File: config.mk
export PLATFORM = sky130hd
export DESIGN_NAME = lsw_settings_bank
export DESIGN_NICKNAME = d
export VERILOG_FILES = /design/src/rtl/lsw_pkg.sv /design/src/rtl/lsw_pulse_timer.sv /design/src/rtl/lsw_settings_bank.sv
export SDC_FILE = /design/constraint.sdc
export NUM_CORES = 1
export LEC_CHECK = 0
export ABC_AREA = 1
export ABC_CLOCK_PERIOD_IN_PS = 7000
export BUFFER_PORTS_ARGS = -buffer_cell sky130_fd_sc_hd__buf_2
export CAP_MARGIN = 30
export CORE_ASPECT_RATIO = 0.7
export CORE_MARGIN = 2
export CORE_UTILIZATION = 55
export DETAILED_ROUTE_END_ITERATION = 8
export PLACE_DENSITY_LB_ADDON = 0.12
export SYNTH_ARGS = -nofsm -noshare
export SYNTH_HDL_FRONTEND = slang
export SYNTH_HIERARCHICAL = 1
export SYNTH_SLANG_ARGS = --single-unit
File: constraint.sdc
create_clock -name sys_clk -period 7 [get_ports sys_clk]
set_input_delay 0.7 -clock sys_clk [delete_from_list [all_inputs] [get_ports sys_clk]]
set_output_delay 0.7 -clock sys_clk [all_outputs]
set_load 0.005 [all_outputs]
File: src/rtl/lsw_pkg.sv
// Shared constants and carrier types for the link switch settings bank.
// Assumes a single 20 MHz system clock and a same-clock serial engine.
package lsw_pkg;

    localparam int NREG = 5;

    // Register indices inside the bank
    localparam int IDX_MODES = 0;
    localparam int IDX_RXSET = 1;
    localparam int IDX_PULSE = 2;
    localparam int IDX_EQ = 3;
    localparam int IDX_TX = 4;

    // Register addresses, indexed as above
    localparam logic [NREG-1:0][7:0] REG_ADDR = {
        8'h20, 8'h13, 8'h11, 8'h10, 8'h00
    };
    // Reset values
    localparam logic [NREG-1:0][7:0] REG_RST = {
        8'h03, 8'h00, 8'h00, 8'h01, 8'h40
    };
    // Implemented bits; the rest read as zero
    localparam logic [NREG-1:0][7:0] REG_MASK = {
        8'h0F, 8'hFF, 8'hFF, 8'h01, 8'h41
    };

    // Field positions
    localparam int SEL_BIT = 0;
    localparam int EN_BIT = 6;
    localparam int RXON_BIT = 0;
    localparam int PE_LSB = 2;
    localparam int PTO_BIT = 1;
    localparam int OCL_BIT = 0;

    // Clock and timing
    localparam int CLK_PERIOD_NS = 50;
    localparam int CLK_PER_MS = 20000;
    localparam int MODE_DELAY_NS = 1000;
    localparam int SET_DELAY_NS = 1000;
    localparam int DLY_W = 8;
    localparam logic [DLY_W-1:0] MODE_DELAY_CYC =
        DLY_W'((MODE_DELAY_NS + CLK_PERIOD_NS - 1) / CLK_PERIOD_NS);
    localparam logic [DLY_W-1:0] SET_DELAY_CYC =
        DLY_W'((SET_DELAY_NS + CLK_PERIOD_NS - 1) / CLK_PERIOD_NS);
    localparam logic [NREG-1:0][DLY_W-1:0] REG_DELAY = {
        SET_DELAY_CYC, SET_DELAY_CYC, SET_DELAY_CYC, SET_DELAY_CYC,
        MODE_DELAY_CYC
    };

    localparam int PULSE_MS = 100;
    localparam int PULSE_CYC = PULSE_MS * CLK_PER_MS;
    localparam int PULSE_W = 24;

    typedef struct packed {
        logic wr;
        logic rd;
        logic [7:0] addr;
        logic [7:0] wdata;
    } lsw_req_t;

    typedef struct packed {
        logic fast_switch_enable;
        logic fast_source_select;
        logic [3:0] a_input_term_on;
        logic [3:0] b_input_term_on;
        logic [3:0] a_input_eq_level;
        logic [3:0] b_input_eq_level;
        logic [1:0] output_emphasis_level;
        logic output_term_on;
        logic output_drive_current;
    } lsw_settings_t;

    typedef struct packed {
        logic [7:0] shadow;
        logic [7:0] applied;
        logic [DLY_W-1:0] cnt;
        logic pend;
    } lsw_reg_t;

    typedef struct packed {
        lsw_reg_t [NREG-1:0] regs;
        lsw_settings_t set;
        logic [7:0] rdata;
        logic rvalid;
    } lsw_state_t;

    typedef struct packed {
        logic [PULSE_W-1:0] cnt;
        logic active;
    } lsw_timer_t;

endpackage

File: src/rtl/lsw_pulse_timer.sv
// Termination drop-out timer: holds active for a fixed number of cycles.
// Assumes start is a one-cycle pulse from logic on the same clock.
`timescale 1ns/1ns
module lsw_pulse_timer #(
    parameter int CYCLES = lsw_pkg::PULSE_CYC
) (
    input wire logic sys_clk,
    input wire logic reset_n,
    input wire logic start,
    output logic active
);

    lsw_pkg::lsw_timer_t st_q;
    lsw_pkg::lsw_timer_t st_d;

    always_comb begin
        st_d = st_q;
        if (start) begin
            st_d.cnt = lsw_pkg::PULSE_W'(CYCLES);
        end else if (st_q.cnt != '0) begin
            st_d.cnt = st_q.cnt - lsw_pkg::PULSE_W'(1);
        end
        st_d.active = (st_d.cnt != '0);
    end

    always_ff @(posedge sys_clk or negedge reset_n) begin
        if (!reset_n) begin
            st_q <= '0;
        end else begin
            st_q <= st_d;
        end
    end

    assign active = st_q.active;

    a_timer_start: assert property (@(posedge sys_clk) disable iff (!reset_n)
        start |=> active && st_q.cnt == lsw_pkg::PULSE_W'(CYCLES))
        else $error("pulse timer did not load on start");

    a_timer_end: assert property (@(posedge sys_clk) disable iff (!reset_n)
        (st_q.cnt == lsw_pkg::PULSE_W'(1) && !start) |=> !active)
        else $error("pulse timer did not end after its count");

endmodule

File: src/rtl/lsw_settings_bank.sv
// Settings bank of a 2:1 video-link switch: source select, input
// termination and pulse, equalizer, output emphasis, termination, drive.
// Assumes a serial engine on sys_clk presents one-cycle wr/rd requests,
// wr marking the last data bit of a write.
//
// How it works
// - Input termination bit gates all inputs
// - Pulse bit drops termination about 100 ms
// - Pulse bits: A0..A3 then B3..B0
// - Equalizer bit: 6 dB low, 12 dB high
// - Two-bit field sets shared output emphasis
// - One bit turns all output terminations
// - One bit picks 10 or 20 mA
// - Defaults: source A, 6 dB, 0 dB, terminated
// - Reset low restores every default setting
// - Works unconfigured from default values alone
// - Writes in window held, latest applied later
// - Select bit picks source; change is switch
`timescale 1ns/1ns
module lsw_settings_bank #(
    parameter int PULSE_CYCLES = lsw_pkg::PULSE_CYC
) (
    input wire logic sys_clk,
    input wire logic reset_n,
    input wire lsw_pkg::lsw_req_t req,
    output logic [7:0] rdata,
    output logic rvalid,
    output lsw_pkg::lsw_settings_t settings
);

    lsw_pkg::lsw_state_t st_q;
    lsw_pkg::lsw_state_t st_d;
    logic pulse_start;
    logic pulse_active;

    function automatic logic [2:0] lsw_decode(input logic [7:0] addr);
        logic [2:0] idx;
        idx = 3'(lsw_pkg::NREG);
        for (int i = 0; i < lsw_pkg::NREG; i++) begin
            if (addr == lsw_pkg::REG_ADDR[i]) begin
                idx = 3'(i);
            end
        end
        return idx;
    endfunction

    // Upper nibble runs B3..B0, so reverse it into B0..B3 order
    function automatic logic [3:0] lsw_b_order(input logic [7:0] v);
        logic [3:0] b;
        for (int k = 0; k < 4; k++) begin
            b[k] = v[7-k];
        end
        return b;
    endfunction

    function automatic lsw_pkg::lsw_state_t lsw_reset_state();
        lsw_pkg::lsw_state_t s;
        s = '0;
        for (int i = 0; i < lsw_pkg::NREG; i++) begin
            s.regs[i].shadow = lsw_pkg::REG_RST[i];
            s.regs[i].applied = lsw_pkg::REG_RST[i];
        end
        s.set.fast_switch_enable = 1'b1;
        s.set.a_input_term_on = 4'hF;
        s.set.b_input_term_on = 4'hF;
        s.set.output_term_on = 1'b1;
        s.set.output_drive_current = 1'b1;
        return s;
    endfunction

    localparam lsw_pkg::lsw_state_t RST_STATE = lsw_reset_state();

    always_comb begin
        logic [2:0] widx;
        logic [2:0] ridx;
        logic wr_i;
        logic [7:0] newv;
        logic [7:0] term;
        logic [7:0] rxset;
        logic [7:0] txset;
        widx = lsw_decode(req.addr);
        ridx = widx;
        wr_i = 1'b0;
        newv = '0;
        term = '0;
        rxset = '0;
        txset = '0;
        st_d = st_q;
        for (int i = 0; i < lsw_pkg::NREG; i++) begin
            wr_i = req.wr && (widx == 3'(i));
            newv = req.wdata & lsw_pkg::REG_MASK[i];
            if (wr_i) begin
                st_d.regs[i].shadow = newv;
            end
            if (st_q.regs[i].cnt == '0) begin
                if (wr_i) begin
                    st_d.regs[i].applied = newv;
                    st_d.regs[i].cnt = lsw_pkg::REG_DELAY[i];
                end
            end else begin
                st_d.regs[i].cnt = st_q.regs[i].cnt - lsw_pkg::DLY_W'(1);
                st_d.regs[i].pend = st_q.regs[i].pend || wr_i;
                if (st_q.regs[i].cnt == lsw_pkg::DLY_W'(1)) begin
                    st_d.regs[i].applied = st_d.regs[i].shadow;
                    st_d.regs[i].pend = 1'b0;
                end
            end
        end
        st_d.rvalid = req.rd;
        st_d.rdata = '0;
        if (req.rd && ridx < 3'(lsw_pkg::NREG)) begin
            st_d.rdata = st_q.regs[ridx].shadow;
        end
        rxset = st_d.regs[lsw_pkg::IDX_RXSET].applied;
        txset = st_d.regs[lsw_pkg::IDX_TX].applied;
        st_d.set.fast_source_select =
            st_d.regs[lsw_pkg::IDX_MODES].applied[lsw_pkg::SEL_BIT];
        st_d.set.fast_switch_enable =
            st_d.regs[lsw_pkg::IDX_MODES].applied[lsw_pkg::EN_BIT];
        term = {8{rxset[lsw_pkg::RXON_BIT]}} &
            ~({8{pulse_active}} & st_d.regs[lsw_pkg::IDX_PULSE].applied);
        st_d.set.a_input_term_on = term[3:0];
        st_d.set.b_input_term_on = lsw_b_order(term);
        st_d.set.a_input_eq_level = st_d.regs[lsw_pkg::IDX_EQ].applied[3:0];
        st_d.set.b_input_eq_level =
            lsw_b_order(st_d.regs[lsw_pkg::IDX_EQ].applied);
        st_d.set.output_emphasis_level = txset[lsw_pkg::PE_LSB +: 2];
        st_d.set.output_term_on = txset[lsw_pkg::PTO_BIT];
        st_d.set.output_drive_current = txset[lsw_pkg::OCL_BIT];
    end

    assign pulse_start =
        (st_d.set.fast_source_select != st_q.set.fast_source_select) &&
        st_d.regs[lsw_pkg::IDX_RXSET].applied[lsw_pkg::RXON_BIT];

    lsw_pulse_timer #(
        .CYCLES(PULSE_CYCLES)
    ) u_timer (
        .sys_clk(sys_clk),
        .reset_n(reset_n),
        .start(pulse_start),
        .active(pulse_active)
    );

    always_ff @(posedge sys_clk or negedge reset_n) begin
        if (!reset_n) begin
            st_q <= RST_STATE;
        end else begin
            st_q <= st_d;
        end
    end

    assign rdata = st_q.rdata;
    assign rvalid = st_q.rvalid;
    assign settings = st_q.set;

    a_rx_off_all: assert property (@(posedge sys_clk) disable iff (!reset_n)
        !st_q.regs[lsw_pkg::IDX_RXSET].applied[lsw_pkg::RXON_BIT] |->
        (settings.a_input_term_on == '0 && settings.b_input_term_on == '0))
        else $error("input termination on while master bit is off");

    a_pulse_drop_b0: assert property (@(posedge sys_clk)
        disable iff (!reset_n)
        (pulse_active && st_d.regs[lsw_pkg::IDX_PULSE].applied[7]) |=>
        !settings.b_input_term_on[0])
        else $error("channel B0 stayed terminated during pulse");

    a_map_order: assert property (@(posedge sys_clk) disable iff (!reset_n)
        settings.b_input_eq_level[3] ==
        st_q.regs[lsw_pkg::IDX_EQ].applied[4] &&
        settings.a_input_eq_level[0] ==
        st_q.regs[lsw_pkg::IDX_EQ].applied[0])
        else $error("equalizer bits map to wrong channels");

    a_emph_code: assert property (@(posedge sys_clk) disable iff (!reset_n)
        settings.output_emphasis_level ==
        st_q.regs[lsw_pkg::IDX_TX].applied[lsw_pkg::PE_LSB +: 2])
        else $error("emphasis level does not follow its field");

    a_out_bits: assert property (@(posedge sys_clk) disable iff (!reset_n)
        settings.output_term_on ==
        st_q.regs[lsw_pkg::IDX_TX].applied[lsw_pkg::PTO_BIT] &&
        settings.output_drive_current ==
        st_q.regs[lsw_pkg::IDX_TX].applied[lsw_pkg::OCL_BIT])
        else $error("output termination or current wrong");

    a_reset_default: assert property (@(posedge sys_clk)
        $rose(reset_n) |-> (!settings.fast_source_select &&
        settings.output_term_on && settings.output_emphasis_level == '0 &&
        settings.a_input_eq_level == '0 &&
        settings.a_input_term_on == 4'hF))
        else $error("settings not at defaults after reset");

    a_window_hold: assert property (@(posedge sys_clk) disable iff (!reset_n)
        (st_q.regs[lsw_pkg::IDX_TX].cnt > lsw_pkg::DLY_W'(1)) |=>
        $stable(st_q.regs[lsw_pkg::IDX_TX].applied))
        else $error("setting changed inside its delay window");

    a_window_latest: assert property (@(posedge sys_clk)
        disable iff (!reset_n)
        (st_q.regs[lsw_pkg::IDX_TX].cnt == lsw_pkg::DLY_W'(1)) |=>
        st_q.regs[lsw_pkg::IDX_TX].applied ==
        st_q.regs[lsw_pkg::IDX_TX].shadow)
        else $error("window end did not apply latest write");

    a_sel_switch: assert property (@(posedge sys_clk) disable iff (!reset_n)
        $changed(settings.fast_source_select) &&
        st_q.regs[lsw_pkg::IDX_RXSET].applied[lsw_pkg::RXON_BIT] |->
        pulse_active)
        else $error("source switch did not start the pulse");

endmodule

# After elaboration in Yosys (flattened, before gate mapping)
# Index checks and enable logic that the tools add are counted.
[word_totals]
reg_bits = 181
latchBits = 0
mem_bits_rw = 0
romBits = 0
elab_cells = 128
mem_count = 0
[op_classes]
n_addsub = 6
mul = 0
div = 0
magnitude_cmp = 2
eq_ne = 19
n_shift = 0
mux = 35
n_bitwise = 3
reduce_logical = 27
[op_table]
columns = ["cell", "n"]
rows = [
  ["16-bit two-way mux", 10],
  ["8-bit two-way mux", 11],
  ["25-bit binary-select mux with 3-bit select", 1],
  ["8-bit logical NOT", 6],
  ["24-bit two-way mux", 2],
  ["24-bit nonzero test", 2],
  ["8-bit by 1-bit equality test with 1-bit output (second input constant)", 5],
  ["8-bit by 1-bit subtractor with 8-bit output (second input constant)", 5],
  ["25-bit two-way mux", 1],
  ["8-bit by 5-bit equality test with 1-bit output (second input constant)", 3],
  ["24-bit by 1-bit subtractor with 24-bit output (second input constant)", 1],
  ["8-bit bitwise AND", 2],
  ["3-bit two-way mux", 5],
  ["2-bit != test (second input constant)", 5],
  ["8-bit by 6-bit equality test with 1-bit output (second input constant)", 1],
  ["8-bit NOT", 1],
  ["1-bit logical AND", 7],
  ["3-bit by 2-bit equality test with 1-bit output (second input constant)", 2],
  ["2-bit AND reduction", 3],
  ["2-bit nonzero test", 3],
  ["1-bit logical OR", 5],
  ["1-bit two-way mux", 5],
  ["3-bit by 4-bit < comparator with 1-bit output (second input constant)", 1],
  ["3-bit by 1-bit equality test with 1-bit output (second input constant)", 1],
  ["4 further kinds", 4],
]

# Longest topological paths before layout
# Gate-level depths: netlist (run 1).
[depth]
ltp_word = 15
mapped_depth = 18
mapped_depth_nobuf = 18

# By module
# The synthesis (run 1) kept the hierarchy.
[by_module_without_submodules]
columns = ["mod", "instances", "cells_each", "area_per_inst_um2", "seq_area_each_um2"]
rows = [
  ["lsw_settings_bank", 1, 620, 5265.0, 2597.5],
  ["lsw_pulse_timer", 1, 258, 1739.2, 625.6],
]

# Least setup slack after synthesis (run 1)
# OpenSTA, ideal clock, no wires.
[synth_timing]
path_type = "input to register"
startpoint = "in req[14] (netlist name)"
endpoint = "reg u_timer.st_q (netlist bit u_timer/active)"
setup_ps = 125
arrival_ps = 2562
t_required_ps = 6875
slack_ps = 4313
path_stages = 17
cell_sequence = "inv_1 -> nand2_2 -> nor2_1 -> nand2_2 -> nor2_4 -> nand2_1 -> o21ai_1 -> nand2_1 -> nand3_1 -> nand2_1 -> nor2_1 -> clkinv_1 -> clkbuf_1 -> nand3_1 -> nand3_2 -> nor2_2 -> nand3_1"
[synth_lines]
columns = ["item", "line", "rtl"]
rows = [
  ["from (decl)", "lsw_settings_bank.sv:25", "input wire lsw_pkg::lsw_req_t req,"],
  ["to (signal assigned)", "lsw_pulse_timer.sv:30", "st_q <= st_d;"],
  ["to (decl)", "lsw_pulse_timer.sv:13", "lsw_pkg::lsw_timer_t st_q;"],
]

==> results of run 1 <==
[cells in the mapped netlist (2+ instances only)]
master and number:
sky130_fd_sc_hd__inv_2 9, sky130_fd_sc_hd__dfstp_2 16, sky130_fd_sc_hd__o211ai_1 6, sky130_fd_sc_hd__mux2i_1 2, sky130_fd_sc_hd__nand3b_1 7, sky130_fd_sc_hd__dfrtp_1 112
sky130_fd_sc_hd__buf_4 33, sky130_fd_sc_hd__nand3_1 60, sky130_fd_sc_hd__nand3_2 2, sky130_fd_sc_hd__nand2_1 246, sky130_fd_sc_hd__nor3_1 4, sky130_fd_sc_hd__clkinv_1 2
sky130_fd_sc_hd__o21ai_1 3, sky130_fd_sc_hd__o22ai_1 5, sky130_fd_sc_hd__xor2_1 19, sky130_fd_sc_hd__nand4_1 12, sky130_fd_sc_hd__nand2_2 25, sky130_fd_sc_hd__xnor2_1 9
sky130_fd_sc_hd__a31oi_1 7, sky130_fd_sc_hd__buf_6 5, sky130_fd_sc_hd__ha_1 12, sky130_fd_sc_hd__nor2_1 106, sky130_fd_sc_hd__o21ai_0 27, sky130_fd_sc_hd__inv_1 85
sky130_fd_sc_hd__a21oi_2 9, sky130_fd_sc_hd__a21oi_1 16, sky130_fd_sc_hd__nor2_2 15, sky130_fd_sc_hd__o21ai_2 2, sky130_fd_sc_hd__nor2_4 9
[worst max-delay path, stage by stage (launching register included)]
cell,delay [ns]
sky130_fd_sc_hd__dfrtp_1,0.40
sky130_fd_sc_hd__inv_1,0.12
sky130_fd_sc_hd__ha_1,0.21
sky130_fd_sc_hd__inv_1,0.05
sky130_fd_sc_hd__nor2_1,0.22
sky130_fd_sc_hd__nand2_1,0.18
sky130_fd_sc_hd__inv_2,0.12
sky130_fd_sc_hd__nand2_1,0.06
sky130_fd_sc_hd__nand2_1,0.13
sky130_fd_sc_hd__nand2_1,0.07
sky130_fd_sc_hd__nor2_1,0.69
sky130_fd_sc_hd__clkinv_1,0.78
sky130_fd_sc_hd__nand3_1,0.39
sky130_fd_sc_hd__nand2_1,0.08
sky130_fd_sc_hd__nor2_1,0.10
sky130_fd_sc_hd__nand2_1,0.08
sky130_fd_sc_hd__nor2_2,0.08
sky130_fd_sc_hd__nand3_1,0.07
[layer usage]
layer / global-route usage, % / part of all wire [%] / vias up / wire (µm)
li1: - / - / 2816 / -
met1: 36.7 / 48 / 2732 / 7870
met2: 36.9 / 43 / 184 / 6930
met3: 7.00 / 7.3 / 22 / 1190
met4: 7.85 / 1.5 / 0 / 250
met5: 0 / 0 / - / 0
[where the power goes]
part	internal, mW	switching, mW	leakage [nW]
sequential	0.982	0.162	1.56
combinational	0.353	0.599	2.02
clock	0.568	0.328	0.280
total	1.90	1.09	3.86
[cells in the final DEF, fill, tap and decap left out, types with 4 or more instances in the layout]
master | synthesis | layout
sky130_fd_sc_hd__o21ai_0 | 27 | 27
sky130_fd_sc_hd__a21oi_1 | 16 | 16
sky130_fd_sc_hd__xnor2_1 | 9 | 9
sky130_fd_sc_hd__nor2_2 | 15 | 15
sky130_fd_sc_hd__o211ai_1 | 6 | 6
sky130_fd_sc_hd__a21oi_2 | 9 | 9
sky130_fd_sc_hd__nand4_1 | 12 | 12
sky130_fd_sc_hd__inv_2 | 9 | 9
sky130_fd_sc_hd__buf_2 | 1 | 49
sky130_fd_sc_hd__nand2_1 | 246 | 246
sky130_fd_sc_hd__clkbuf_1 | 1 | 4
sky130_fd_sc_hd__inv_1 | 85 | 85
sky130_fd_sc_hd__nand2_2 | 25 | 25
sky130_fd_sc_hd__dfrtp_1 | 112 | 112
sky130_fd_sc_hd__clkbuf_16 | 0 | 17
sky130_fd_sc_hd__nor3_1 | 4 | 4
sky130_fd_sc_hd__nand3_1 | 60 | 60
sky130_fd_sc_hd__nor2_4 | 9 | 9
sky130_fd_sc_hd__nand3b_1 | 7 | 7
sky130_fd_sc_hd__nor2_1 | 106 | 106
sky130_fd_sc_hd__xor2_1 | 19 | 19
sky130_fd_sc_hd__ha_1 | 12 | 12
sky130_fd_sc_hd__o22ai_1 | 5 | 5
sky130_fd_sc_hd__a31oi_1 | 7 | 7
sky130_fd_sc_hd__dfstp_2 | 16 | 16
[path summary, 6_finish.rpt]
| check | start | endpoint |
|---|---|---|
| max | st_q[57] | u_timer/active |
| min | reset_n | st_q[34] |
| max reg2reg | st_q[57] | u_timer/active |
| min reg2reg | st_q[89] | st_q[89] |
| max in group asynchronous | reset_n | u_timer/st_q[18] |
| min in group sys_clk | req[16] | rvalid |
[final cells by class]
type,instances,area (µm²)
Sequential cell,128,3220
Multi-Input combinational cell,612,3100
Fill cell,1138,4670
Tap cell,162,203
Timing Repair Buffer,52,268
Clock buffer,22,454
Inverter,97,367
Clock inverter,10,136
[sequential cells by signal (all words and copies together) (netlist names)]
name	count
rdata	8
rvalid	1
settings	15
st_q	79
u_timer/active	1
u_timer/st_q	24
[cell families (layout without fill, tap and decap cells)]
group | Yosys count | count (layout)
adder cells (fa/ha/maj) | 12 | 12
AO/OA/AOI/OAI | 77 | 77
buffers and inverters | 138 | 181
flip-flops | 128 | 128
AND/OR/NAND/NOR | 493 | 493
multiplexers | 2 | 2
XOR/XNOR | 28 | 28
==> flow_metrics.env, run 1 <==
export IMPL_place_area_um2=7160
export IMPL_end_kind="flop"
export IMPL_layoutNonFillerInstCount=1083
export IMPL_layout_nets=940
export IMPL_grt_setup_unrepaired="no"
export IMPL_synth_area_leader_cell="sky130_fd_sc_hd__dfrtp_1"
export IMPL_power_ir_vdd_worst_v=0.000202
export IMPL_ios=51
export IMPL_synth_yosys_seq_area_share_pct=46.0
export IMPL_worst_margin_pin_slew_ns=0.924
export IMPL_synth_area_leaders="sky130_fd_sc_hd__dfrtp_1, sky130_fd_sc_hd__nand2_1, sky130_fd_sc_hd__dfstp_2"
export IMPL_synth_nets=910
export IMPL_remaining_design_rule_violation_count=0
export IMPL_clock_skew_final_ns=0.00862
export IMPL_worst_r2r_cell_count=17
export IMPL_synth_top_family_by_area="simple AND/OR/NAND/NOR gates"
export IMPL_clock_tree_root_cell="sky130_fd_sc_hd__clkbuf_16"
export IMPL_stdcell_area_um2=7750
export IMPL_power_per_cell_area_nw_per_um2=386
export IMPL_setup_worst_path_start_class="flop"
export IMPL_grt_start_max_net_pins=73
export IMPL_synthXorXnorAreaFrac_pct=3.50
export IMPL_hpwlAfterDp_um=11800
export IMPL_antenna_cells=0
export IMPL_synth_mux_area_share_pct=0.286
export IMPL_cts_reportedPaths_clkPinSlew_ns=0.06
export IMPL_grt_usage_pct=25.2
export IMPL_power_total_mw=2.99
export IMPL_finalSetupViolations=0
export IMPL_max_cap_violations=0
export IMPL_leakagePower_nw=3.86
export IMPL_cts_inserted_buffers=17
export IMPL_synth_compound_area_share_pct=6.63
export IMPL_synthCells=878
export IMPL_firstDrtPassIters=5
export IMPL_cts_sinks=128
export IMPL_number_of_hold_violations_in_the_final_report=0
export IMPL_synthesis_area_per_instance_um2=7.98
export IMPL_wire_length_of_the_first_global_routing_pass_um=27400
export IMPL_sum_of_overflow_across_all_layers_after_global_routing=0
export IMPL_totalNegativeSetupSlack_ns=0
export IMPL_max_slew_headroom_pct=38.2
export IMPL_tritoncts="yes"
export IMPL_yosysWarnings=6
export IMPL_finalWirelength_um=16200
export IMPL_clkLatencyLatePin_ns=0.42
export IMPL_postSynthRegisterBits=128
export IMPL_detailed_route_iter0_violations=380
export IMPL_hold_path_class="in -> async"
export IMPL_post_route_period_util_pct=56.7
export IMPL_fin_util_pct=62.4
export IMPL_layout_drive_gt1_share_pct=18.9
export IMPL_h_tree_depth=4
export IMPL_netlist_area_before_placement_um2=7000
export IMPL_timing_worst_setup_path_type="reg -> reg"
export IMPL_crit_required_ns=7.29
export IMPL_areaGrowthSynthToFinish_pct=10.6
export IMPL_post_synth_fa_ha_maj_area_fraction_pct=2.14
export IMPL_dp_cells=1051
export IMPL_post_synth_and_or_nand_nor_area_fraction_pct=31.7
export IMPL_postLayoutSetupSlackWorst_ns=3.03
export IMPL_finalWorstPathRequiredPeriod_ns=3.97
export IMPL_start_util_pct=56.4
export IMPL_gp_congestion=0.954
export IMPL_final_count_of_pins_violating_max_slew=0
export IMPL_placement_rows=34
export IMPL_status="completed"
export IMPL_synth_cell_types=42
export IMPL_viasPerCell=5.31
export IMPL_synth_top_area_share_pct=40.0
export IMPL_holdWs_ns=0.335
export IMPL_post_cts_buffers=0
export IMPL_cts_hold_repair_buffers=0
export IMPL_antenna_violating_nets_post_route=0
export IMPL_dieWidth_um=139
export IMPL_fmax_mhz=252
export IMPL_regToRegSetupSlack_ns=3.03
export IMPL_placement_io_buffers=50
export IMPL_worst_ep_arrival_time_ns=4.26
export IMPL_detail_route_wl_per_cell_um=15.0
export IMPL_synth_enable_flop_cells=0
export IMPL_cts_buffer_depth=2
export IMPL_antenna_found_initial=0
export IMPL_detailroute_via_count=5754
export IMPL_cts_repair_resized=0
export IMPL_fp_coreArea_um2=12400
export IMPL_worst_path_max_fanout=18
export IMPL_ys_async_sr_fraction_pct=100
export IMPL_first_global_vias=5481
export IMPL_die_h_um=98.4
export IMPL_place_ws_ns=2.74
export IMPL_dominantRegCellSynth="sky130_fd_sc_hd__dfrtp_1"
export IMPL_area_of_the_die_um2=13700
Note: power is estimated with default switching activity, not from simulation.
==> run 2: changes to the inputs <==
--- a/config.mk
+++ b/config.mk
@@ -6,7 +6,7 @@
 export NUM_CORES = 1
 export LEC_CHECK = 0
 export ABC_AREA = 1
-export ABC_CLOCK_PERIOD_IN_PS = 7000
+export ABC_CLOCK_PERIOD_IN_PS = 4100
 export BUFFER_PORTS_ARGS = -buffer_cell sky130_fd_sc_hd__buf_2
 export CAP_MARGIN = 30
 export CORE_ASPECT_RATIO = 0.7
==> constraint.sdc (replaced) <==
create_clock -name sys_clk -period 4.1 [get_ports sys_clk]
set_input_delay 0.41 -clock sys_clk [delete_from_list [all_inputs] [get_ports sys_clk]]
set_output_delay 0.41 -clock sys_clk [all_outputs]
set_load 0.005 [all_outputs]
==> run 2 against run 1 <==
  * Routed wire length is 1.5% higher
  * Combinational power rose by 71%
  * Sequential share of layout area decreased by 0.29 points
  * Maximum frequency increased by 28%
  * Sequential power up 71%
  * Utilization increased by 0.44 points
  * Critical path depth increased by 1
  * Cell count is 0.18% higher
  * Setup slack got worse by 2.0 ns
  * Power rose by 74%
  * First-iteration DRC count is 6.1% lower
  * Critical path type unchanged
==> flow_metrics.env, run 2 (synthesis results as in run 1) <==
export IMPL_cpPeakStageDelay_ns=0.43
export IMPL_crit_reg2reg_launch="st_q[57]"
export IMPL_max_slew_headroom_pct=45.2
export IMPL_antenna_cells=0
export IMPL_h_tree_depth=4
export IMPL_cts_reportedPaths_clkPinSlew_ns=0.06
export IMPL_place_area_um2=7170
export IMPL_largest_register="st_q"
export IMPL_hpwlAfterDp_um=12100
export IMPL_finalWorstPathRequiredPeriod_ns=3.10
export IMPL_post_cts_buffers=0
export IMPL_critical_path_n_buffers_inverters=5
export IMPL_wire_length_of_the_first_global_routing_pass_um=27800
export IMPL_clock_tree_root_cell="sky130_fd_sc_hd__clkbuf_16"
export IMPL_detail_route_wl_per_cell_um=15.2
export IMPL_layout_drive_gt1_share_pct=19.3
export IMPL_areaGrowthSynthToFinish_pct=11.4
export IMPL_dieWidth_um=139
export IMPL_grt_usage_pct=25.7
export IMPL_tritoncts="yes"
export IMPL_first_global_vias=5641
export IMPL_worst_path_max_fanout=18
export IMPL_path_common_cell="sky130_fd_sc_hd__nand2_1"
export IMPL_gp_congestion=0.978
export IMPL_clock_skew_final_ns=0.0103
export IMPL_grt_start_max_net_pins=64
export IMPL_detailed_route_iter0_violations=357
export IMPL_layout_nets=942
export IMPL_area_of_the_die_um2=13700
export IMPL_cts_repair_resized=0
export IMPL_power_total_mw=5.20
export IMPL_crit_path_top_delay_cell="sky130_fd_sc_hd__clkinv_1"
export IMPL_regToRegSetupSlack_ns=1.00
export IMPL_place_ws_ns=0.997
export IMPL_multi_input_gate_area_in_the_final_layout_um2=3100
export IMPL_ios=51
export IMPL_worst_r2r_cell_count=18
export IMPL_viasPerCell=5.30
export IMPL_firstDrtPassIters=7
export IMPL_cts_sinks=128
export IMPL_post_route_period_util_pct=75.5
export IMPL_leakagePower_nw=3.88
export IMPL_power_per_cell_area_nw_per_um2=666
export IMPL_layout_commonest_cell="sky130_fd_sc_hd__nand2_1"
export IMPL_clkLatencyLatePin_ns=0.42
export IMPL_number_of_hold_violations_in_the_final_report=0
export IMPL_final_count_of_pins_violating_max_slew=0
export IMPL_antenna_violating_nets_post_route=0
export IMPL_power_ir_vdd_worst_v=0.000381
export IMPL_cts_inserted_buffers=17
export IMPL_worst_margin_pin_slew_ns=0.822
export IMPL_placement_rows=34
export IMPL_timing_worst_setup_path_type="reg -> reg"
export IMPL_placement_io_buffers=50
export IMPL_reg2reg_to="u_timer/active"
export IMPL_status="completed"
export IMPL_hold_path_class="in -> async"
export IMPL_number_of_flip_flops_under_the_largest_register_name=79
export IMPL_sum_of_overflow_across_all_layers_after_global_routing=0
export IMPL_max_cap_violations=0
export IMPL_totalNegativeSetupSlack_ns=0
export IMPL_setup_worst_path_start_class="flop"
export IMPL_antenna_found_initial=0
export IMPL_postLayoutSetupSlackWorst_ns=1.00
export IMPL_grt_setup_unrepaired="no"
export IMPL_end_kind="flop"
export IMPL_detailroute_via_count=5747
export IMPL_ff_latch_area_um2=3220
export IMPL_finalSetupViolations=0
export IMPL_fp_coreArea_um2=12400
export IMPL_finalWirelength_um=16500
export IMPL_crit_required_ns=4.40
export IMPL_fmax_mhz=323
export IMPL_filler_cell_count=1120
export IMPL_worst_ep_arrival_time_ns=3.40
export IMPL_fin_util_pct=62.8
export IMPL_stdcell_area_um2=7800
export IMPL_start_util_pct=56.4
export IMPL_cp_top_family="simple AND/OR/NAND/NOR gates"
export IMPL_cts_hold_repair_buffers=0
export IMPL_worstPathCellList="inv_1 -> ha_1 -> inv_1 -> nor2_1 -> nand2_1 -> inv_2 -> nand2_1 -> nand2_1 -> nand2_1 -> nor2_1 -> buf_4 -> clkinv_1 -> nand3_1 -> nand2_1 -> nor2_1 -> nand2_1 -> nor2_2 -> nand3_1"
export IMPL_die_h_um=98.4
export IMPL_remaining_design_rule_violation_count=0
export IMPL_most_common_layout_cells="sky130_fd_sc_hd__nand2_1, sky130_fd_sc_hd__dfrtp_1, sky130_fd_sc_hd__nor2_1"
export IMPL_cts_buffer_depth=2
==> run 2: worst max-delay path by stage <==
stage             start        endpoint  depth (start not counted)
2_1_floorplan   req[14]  u_timer/active                         17
3_3_place_gp    req[14]  u_timer/active                         20
3_5_place_dp    req[14]  u_timer/active                         20
4_1_cts        st_q[57]  u_timer/active                         18
5_1_grt        st_q[58]  u_timer/active                         18
6_report       st_q[57]  u_timer/active                         18
==> run 2: area by class of cell <==
type                       instances  share of cell area, %
sequential                       128                   41.3
multi-input combinational        612                   39.7
clock buffer                      20                   5.72
inverter                          97                   4.70
timing repair buffer              54                   3.62
tap                              162                   2.60
clock inverter                    12                   2.36
==> run 2: layer usage <==
layer	vias to the layer above	GRT usage [%]	share of wire, %
met5	-	0	0
met4	0	5.59	0.78
met3	11	7.34	6.8
met2	188	39.3	44
met1	2726	37.0	48
li1	2822	-	-
==> run 2: through the flow <==
stage          hold WS [ns]  instances
2_1_floorplan         0.114        878
3_3_place_gp          0.456       1053
3_5_place_dp          0.457       1053
5_1_grt               0.142       1085
4_1_cts               0.119       1085
6_report             0.0876       1085
==> run 2: worst reg2reg max path: stages, from the launching register on <==
cell and delay, ns:
sky130_fd_sc_hd__dfrtp_1 0.38, sky130_fd_sc_hd__inv_1 0.11, sky130_fd_sc_hd__ha_1 0.20, sky130_fd_sc_hd__inv_1 0.05, sky130_fd_sc_hd__nor2_1 0.23, sky130_fd_sc_hd__nand2_1 0.17
sky130_fd_sc_hd__inv_2 0.11, sky130_fd_sc_hd__nand2_1 0.06, sky130_fd_sc_hd__nand2_1 0.14, sky130_fd_sc_hd__nand2_1 0.07, sky130_fd_sc_hd__nor2_1 0.10, sky130_fd_sc_hd__buf_4 0.21
sky130_fd_sc_hd__clkinv_1 0.44, sky130_fd_sc_hd__nand3_1 0.30, sky130_fd_sc_hd__nand2_1 0.08, sky130_fd_sc_hd__nor2_1 0.11, sky130_fd_sc_hd__nand2_1 0.07, sky130_fd_sc_hd__nor2_2 0.08
sky130_fd_sc_hd__nand3_1 0.07
==> run 2: report_power, final <==
part           internal, mW  total (mW)  switching (mW)  leakage, nW
sequential             1.68        1.95           0.275         1.56
clock                  1.04        1.62           0.582        0.289
combinational         0.607        1.63            1.02         2.03
==> run 3: changes to the inputs <==
--- a/config.mk
+++ b/config.mk
@@ -5,13 +5,13 @@
 export SDC_FILE = /design/constraint.sdc
 export NUM_CORES = 1
 export LEC_CHECK = 0
-export ABC_AREA = 1
-export ABC_CLOCK_PERIOD_IN_PS = 4100
+export ABC_AREA = 0
+export ABC_CLOCK_PERIOD_IN_PS = 2650
 export BUFFER_PORTS_ARGS = -buffer_cell sky130_fd_sc_hd__buf_2
 export CAP_MARGIN = 30
 export CORE_ASPECT_RATIO = 0.7
 export CORE_MARGIN = 2
-export CORE_UTILIZATION = 55
+export CORE_UTILIZATION = 54
 export DETAILED_ROUTE_END_ITERATION = 8
 export PLACE_DENSITY_LB_ADDON = 0.12
 export SYNTH_ARGS = -nofsm -noshare
==> constraint.sdc (replaced) <==
create_clock -name sys_clk -period 2.65 [get_ports sys_clk]
set_input_delay 0.265 -clock sys_clk [delete_from_list [all_inputs] [get_ports sys_clk]]
set_output_delay 0.265 -clock sys_clk [all_outputs]
set_load 0.005 [all_outputs]
==> run 3 against run 2 <==
  * Clock skew is 0.0016 ns lower
  * Power is 39% higher
  * Sequential cell count stayed put
  * Die area is 3.5% lower
  * Utilization is 4.1 points higher
  * Maximum frequency is 21% higher
  * Critical path depth is 10 lower
  * Global-route usage is 0.61 points lower
  * Sequential share of layout area is 0.66 points lower
  * Sequential power is 52% higher
  * Via count is 11% lower
  * Routed wire length is 5.8% lower
  * Critical endpoint unchanged
==> flow_metrics.env, run 3 <==
export IMPL_clock_tree_root_cell="sky130_fd_sc_hd__clkbuf_16"
export IMPL_crit_reg2reg_launch="u_timer/st_q[13]"
export IMPL_routing_layer_with_the_top_usage_in_global_route="met1"
export IMPL_hpwlAfterDp_um=10900
export IMPL_first_global_vias=4949
export IMPL_clkLatencyLatePin_ns=0.42
export IMPL_synth_area_leader_cell="sky130_fd_sc_hd__dfrtp_1"
export IMPL_start_util_pct=55.9
export IMPL_min_delay_start="req[6]"
export IMPL_crit_required_ns=2.94
export IMPL_max_slew_headroom_pct=55.3
export IMPL_antenna_found_initial=0
export IMPL_worst_setup_path_startpoint="u_timer/st_q[13]"
export IMPL_detailed_route_iter0_violations=380
export IMPL_placement_io_buffers=50
export IMPL_finalSetupViolations=0
export IMPL_max_cap_violations=0
export IMPL_antenna_cells=0
export IMPL_final_count_of_pins_violating_max_slew=0
export IMPL_firstDrtPassIters=5
export IMPL_grt_usage_pct=25.1
export IMPL_worst_path_max_fanout=5
export IMPL_grt_setup_unrepaired="no"
export IMPL_die_h_um=96.7
export IMPL_layout_nets=742
export IMPL_timing_worst_setup_path_type="reg -> reg"
export IMPL_grt_use_met1_pct=38.3
export IMPL_synth_cell_types=76
export IMPL_cts_sinks=128
export IMPL_most_common_layout_cells="sky130_fd_sc_hd__dfrtp_1, sky130_fd_sc_hd__nor2_1, sky130_fd_sc_hd__buf_2"
export IMPL_number_of_hold_violations_in_the_final_report=0
export IMPL_met2_layer_usage_reported_by_global_route_pct=34.8
export IMPL_synthesis_area_per_instance_um2=10.3
export IMPL_synth_top_cells_by_count="sky130_fd_sc_hd__dfrtp_1, sky130_fd_sc_hd__nor2_1, sky130_fd_sc_hd__nand2_1"
export IMPL_detail_route_wl_per_cell_um=17.7
export IMPL_largest_register="st_q"
export IMPL_grt_start_max_net_pins=47
export IMPL_areaGrowthSynthToFinish_pct=19.8
export IMPL_synthCells=642
export IMPL_fmax_mhz=391
export IMPL_totalNegativeSetupSlack_ns=0
export IMPL_post_synth_top_count_cell="sky130_fd_sc_hd__dfrtp_1"
export IMPL_synth_top_area_share_pct=42.3
export IMPL_cts_reportedPaths_clkPinSlew_ns=0.06
export IMPL_worst_ep_arrival_time_ns=2.85
export IMPL_ios=51
export IMPL_place_area_um2=7120
export IMPL_fin_util_pct=67.0
export IMPL_cts_buffer_depth=2
export IMPL_layout_drive_gt1_share_pct=30.4
export IMPL_wire_length_of_the_first_global_routing_pass_um=25800
export IMPL_dominantRegCellSynth="sky130_fd_sc_hd__dfrtp_1"
export IMPL_finalWorstPathRequiredPeriod_ns=2.56
export IMPL_synth_area_leaders="sky130_fd_sc_hd__dfrtp_1, sky130_fd_sc_hd__dfstp_2, sky130_fd_sc_hd__nor2_1"
export IMPL_regToRegSetupSlack_ns=0.09
export IMPL_power_ir_vdd_worst_v=0.000578
export IMPL_viasPerCell=5.81
export IMPL_leakagePower_nw=3.50
export IMPL_area_of_the_die_um2=13200
export IMPL_finalWirelength_um=15500
export IMPL_hold_path_class="in -> reg"
export IMPL_place_ws_ns=-0.0227
export IMPL_stdcell_area_um2=7930
export IMPL_postLayoutSetupSlackWorst_ns=0.0895
export IMPL_ys_async_sr_fraction_pct=100
export IMPL_synth_enable_flop_cells=0
export IMPL_clock_skew_final_ns=0.00871
export IMPL_detailroute_via_count=5111
export IMPL_end_kind="flop"
export IMPL_worst_r2r_cell_count=8
export IMPL_number_of_flip_flops_under_the_largest_register_name=79
export IMPL_tritoncts="yes"
export IMPL_synth_yosys_seq_area_share_pct=48.7
export IMPL_grt_met3_usage_pct=7.13
export IMPL_fp_coreArea_um2=11900
export IMPL_layout_commonest_cell="sky130_fd_sc_hd__dfrtp_1"
export IMPL_power_per_cell_area_nw_per_um2=913
export IMPL_sum_of_overflow_across_all_layers_after_global_routing=0
export IMPL_synth_nets=674
export IMPL_postSynthRegisterBits=128
export IMPL_setup_worst_path_start_class="flop"
export IMPL_antenna_violating_nets_post_route=0
export IMPL_hold_depth=3
export IMPL_yosysWarnings=6
export IMPL_placement_rows=33
export IMPL_filler_cell_count=870
export IMPL_cts_inserted_buffers=17
export IMPL_post_route_period_util_pct=96.6
export IMPL_worst_margin_pin_slew_ns=0.654
export IMPL_h_tree_depth=4
export IMPL_dieWidth_um=136
export IMPL_gp_congestion=0.931
export IMPL_remaining_design_rule_violation_count=0
export IMPL_status="completed"
export IMPL_netlist_area_before_placement_um2=6620
## run 3: cell count changes in the layout (fill, tap and decap cells not counted), moves of 10 or more
| cell | change |
|---|---|
| sky130_fd_sc_hd__nand2_2 | -24 |
| sky130_fd_sc_hd__nor4_1 | +10 |
| sky130_fd_sc_hd__inv_1 | -67 |
| sky130_fd_sc_hd__o22ai_1 | +12 |
| sky130_fd_sc_hd__or3_1 | +16 |
| sky130_fd_sc_hd__nor2_1 | -20 |
| sky130_fd_sc_hd__nand2_1 | -208 |
| sky130_fd_sc_hd__nor3_1 | +13 |
| sky130_fd_sc_hd__nand3_1 | -47 |
| sky130_fd_sc_hd__mux2i_1 | +10 |
| sky130_fd_sc_hd__nor2_2 | -14 |
| sky130_fd_sc_hd__mux2_2 | +25 |
| sky130_fd_sc_hd__buf_4 | +40 |
## run 3: worst paths after layout
kind	end
worst max-delay path	u_timer/active
worst min-delay path	st_q[54]
worst max register to register	u_timer/active
worst min register to register	st_q[54]
max in group asynchronous	st_q[149]
min in group asynchronous	st_q[137]
## run 3: cell type report
class | instances | area (µm²) | area share [%]
clock inverters | 12 | 230 | 2.90
well taps | 157 | 196 | 2.48
inverters | 18 | 67.6 | 0.852
clock buffers | 20 | 457 | 5.76
flip-flops and latches | 128 | 3220 | 40.6
multi-input cells | 447 | 3120 | 39.3
repair buffers | 98 | 643 | 8.11
## run 3: stage by stage
stage	power, mW	std cells	hold slack, ns
after floorplan	4.08	642	-0.0306
after global placement	4.39	845	0.248
after detailed placement	4.47	845	0.249
after CTS	7.22	879	0.119
after global routing	7.67	880	0.137
final	7.25	880	0.132
## run 3: kinds of logic (layout without fill, tap and decap cells)
family,Yosys count,after routing,share of synthesized area [%]
XOR/XNOR,27,27,3.57
flip-flops,128,128,48.7
multiplexers,39,39,6.38
adder cells (fa/ha/maj),12,12,2.27
AO/OA/AOI/OAI,107,107,10.7
AND/OR/NAND/NOR,262,262,22.5
buffers and inverters,67,148,5.86
## run 3: timing repair
item,4_1_cts,5_1_grt
endpoints found under the setup margin,1,1
gates cloned,0,0
hold buffers,2,0
resized for setup,1,16
setup buffers,0,1
pin swaps,0,2
hold endpoints to repair,28,0
## run 3: critical path, cell delays in order (launching register included)
cell and delay (ns):
sky130_fd_sc_hd__dfrtp_1 0.38, sky130_fd_sc_hd__or4_4 0.58, sky130_fd_sc_hd__or4_4 0.57, sky130_fd_sc_hd__nand3_2 0.11, sky130_fd_sc_hd__nor4_1 0.05, sky130_fd_sc_hd__buf_4 0.14, sky130_fd_sc_hd__xor2_1 0.15, sky130_fd_sc_hd__nor4_2 0.32
sky130_fd_sc_hd__nand4_1 0.13
## run 3: report_power, final
group / total (mW) / switching [mW] / internal (mW)
registers: 2.96 / 0.470 / 2.49
logic: 1.57 / 0.813 / 0.753
clock network: 2.72 / 0.900 / 1.82
## run 3: metal layers
metal / vias to the layer above / share of wire [%]
li1: 2417 / -
met1: 2511 / 50
met2: 162 / 42
met3: 21 / 6.3
met4: 0 / 1.4
met5: - / 0
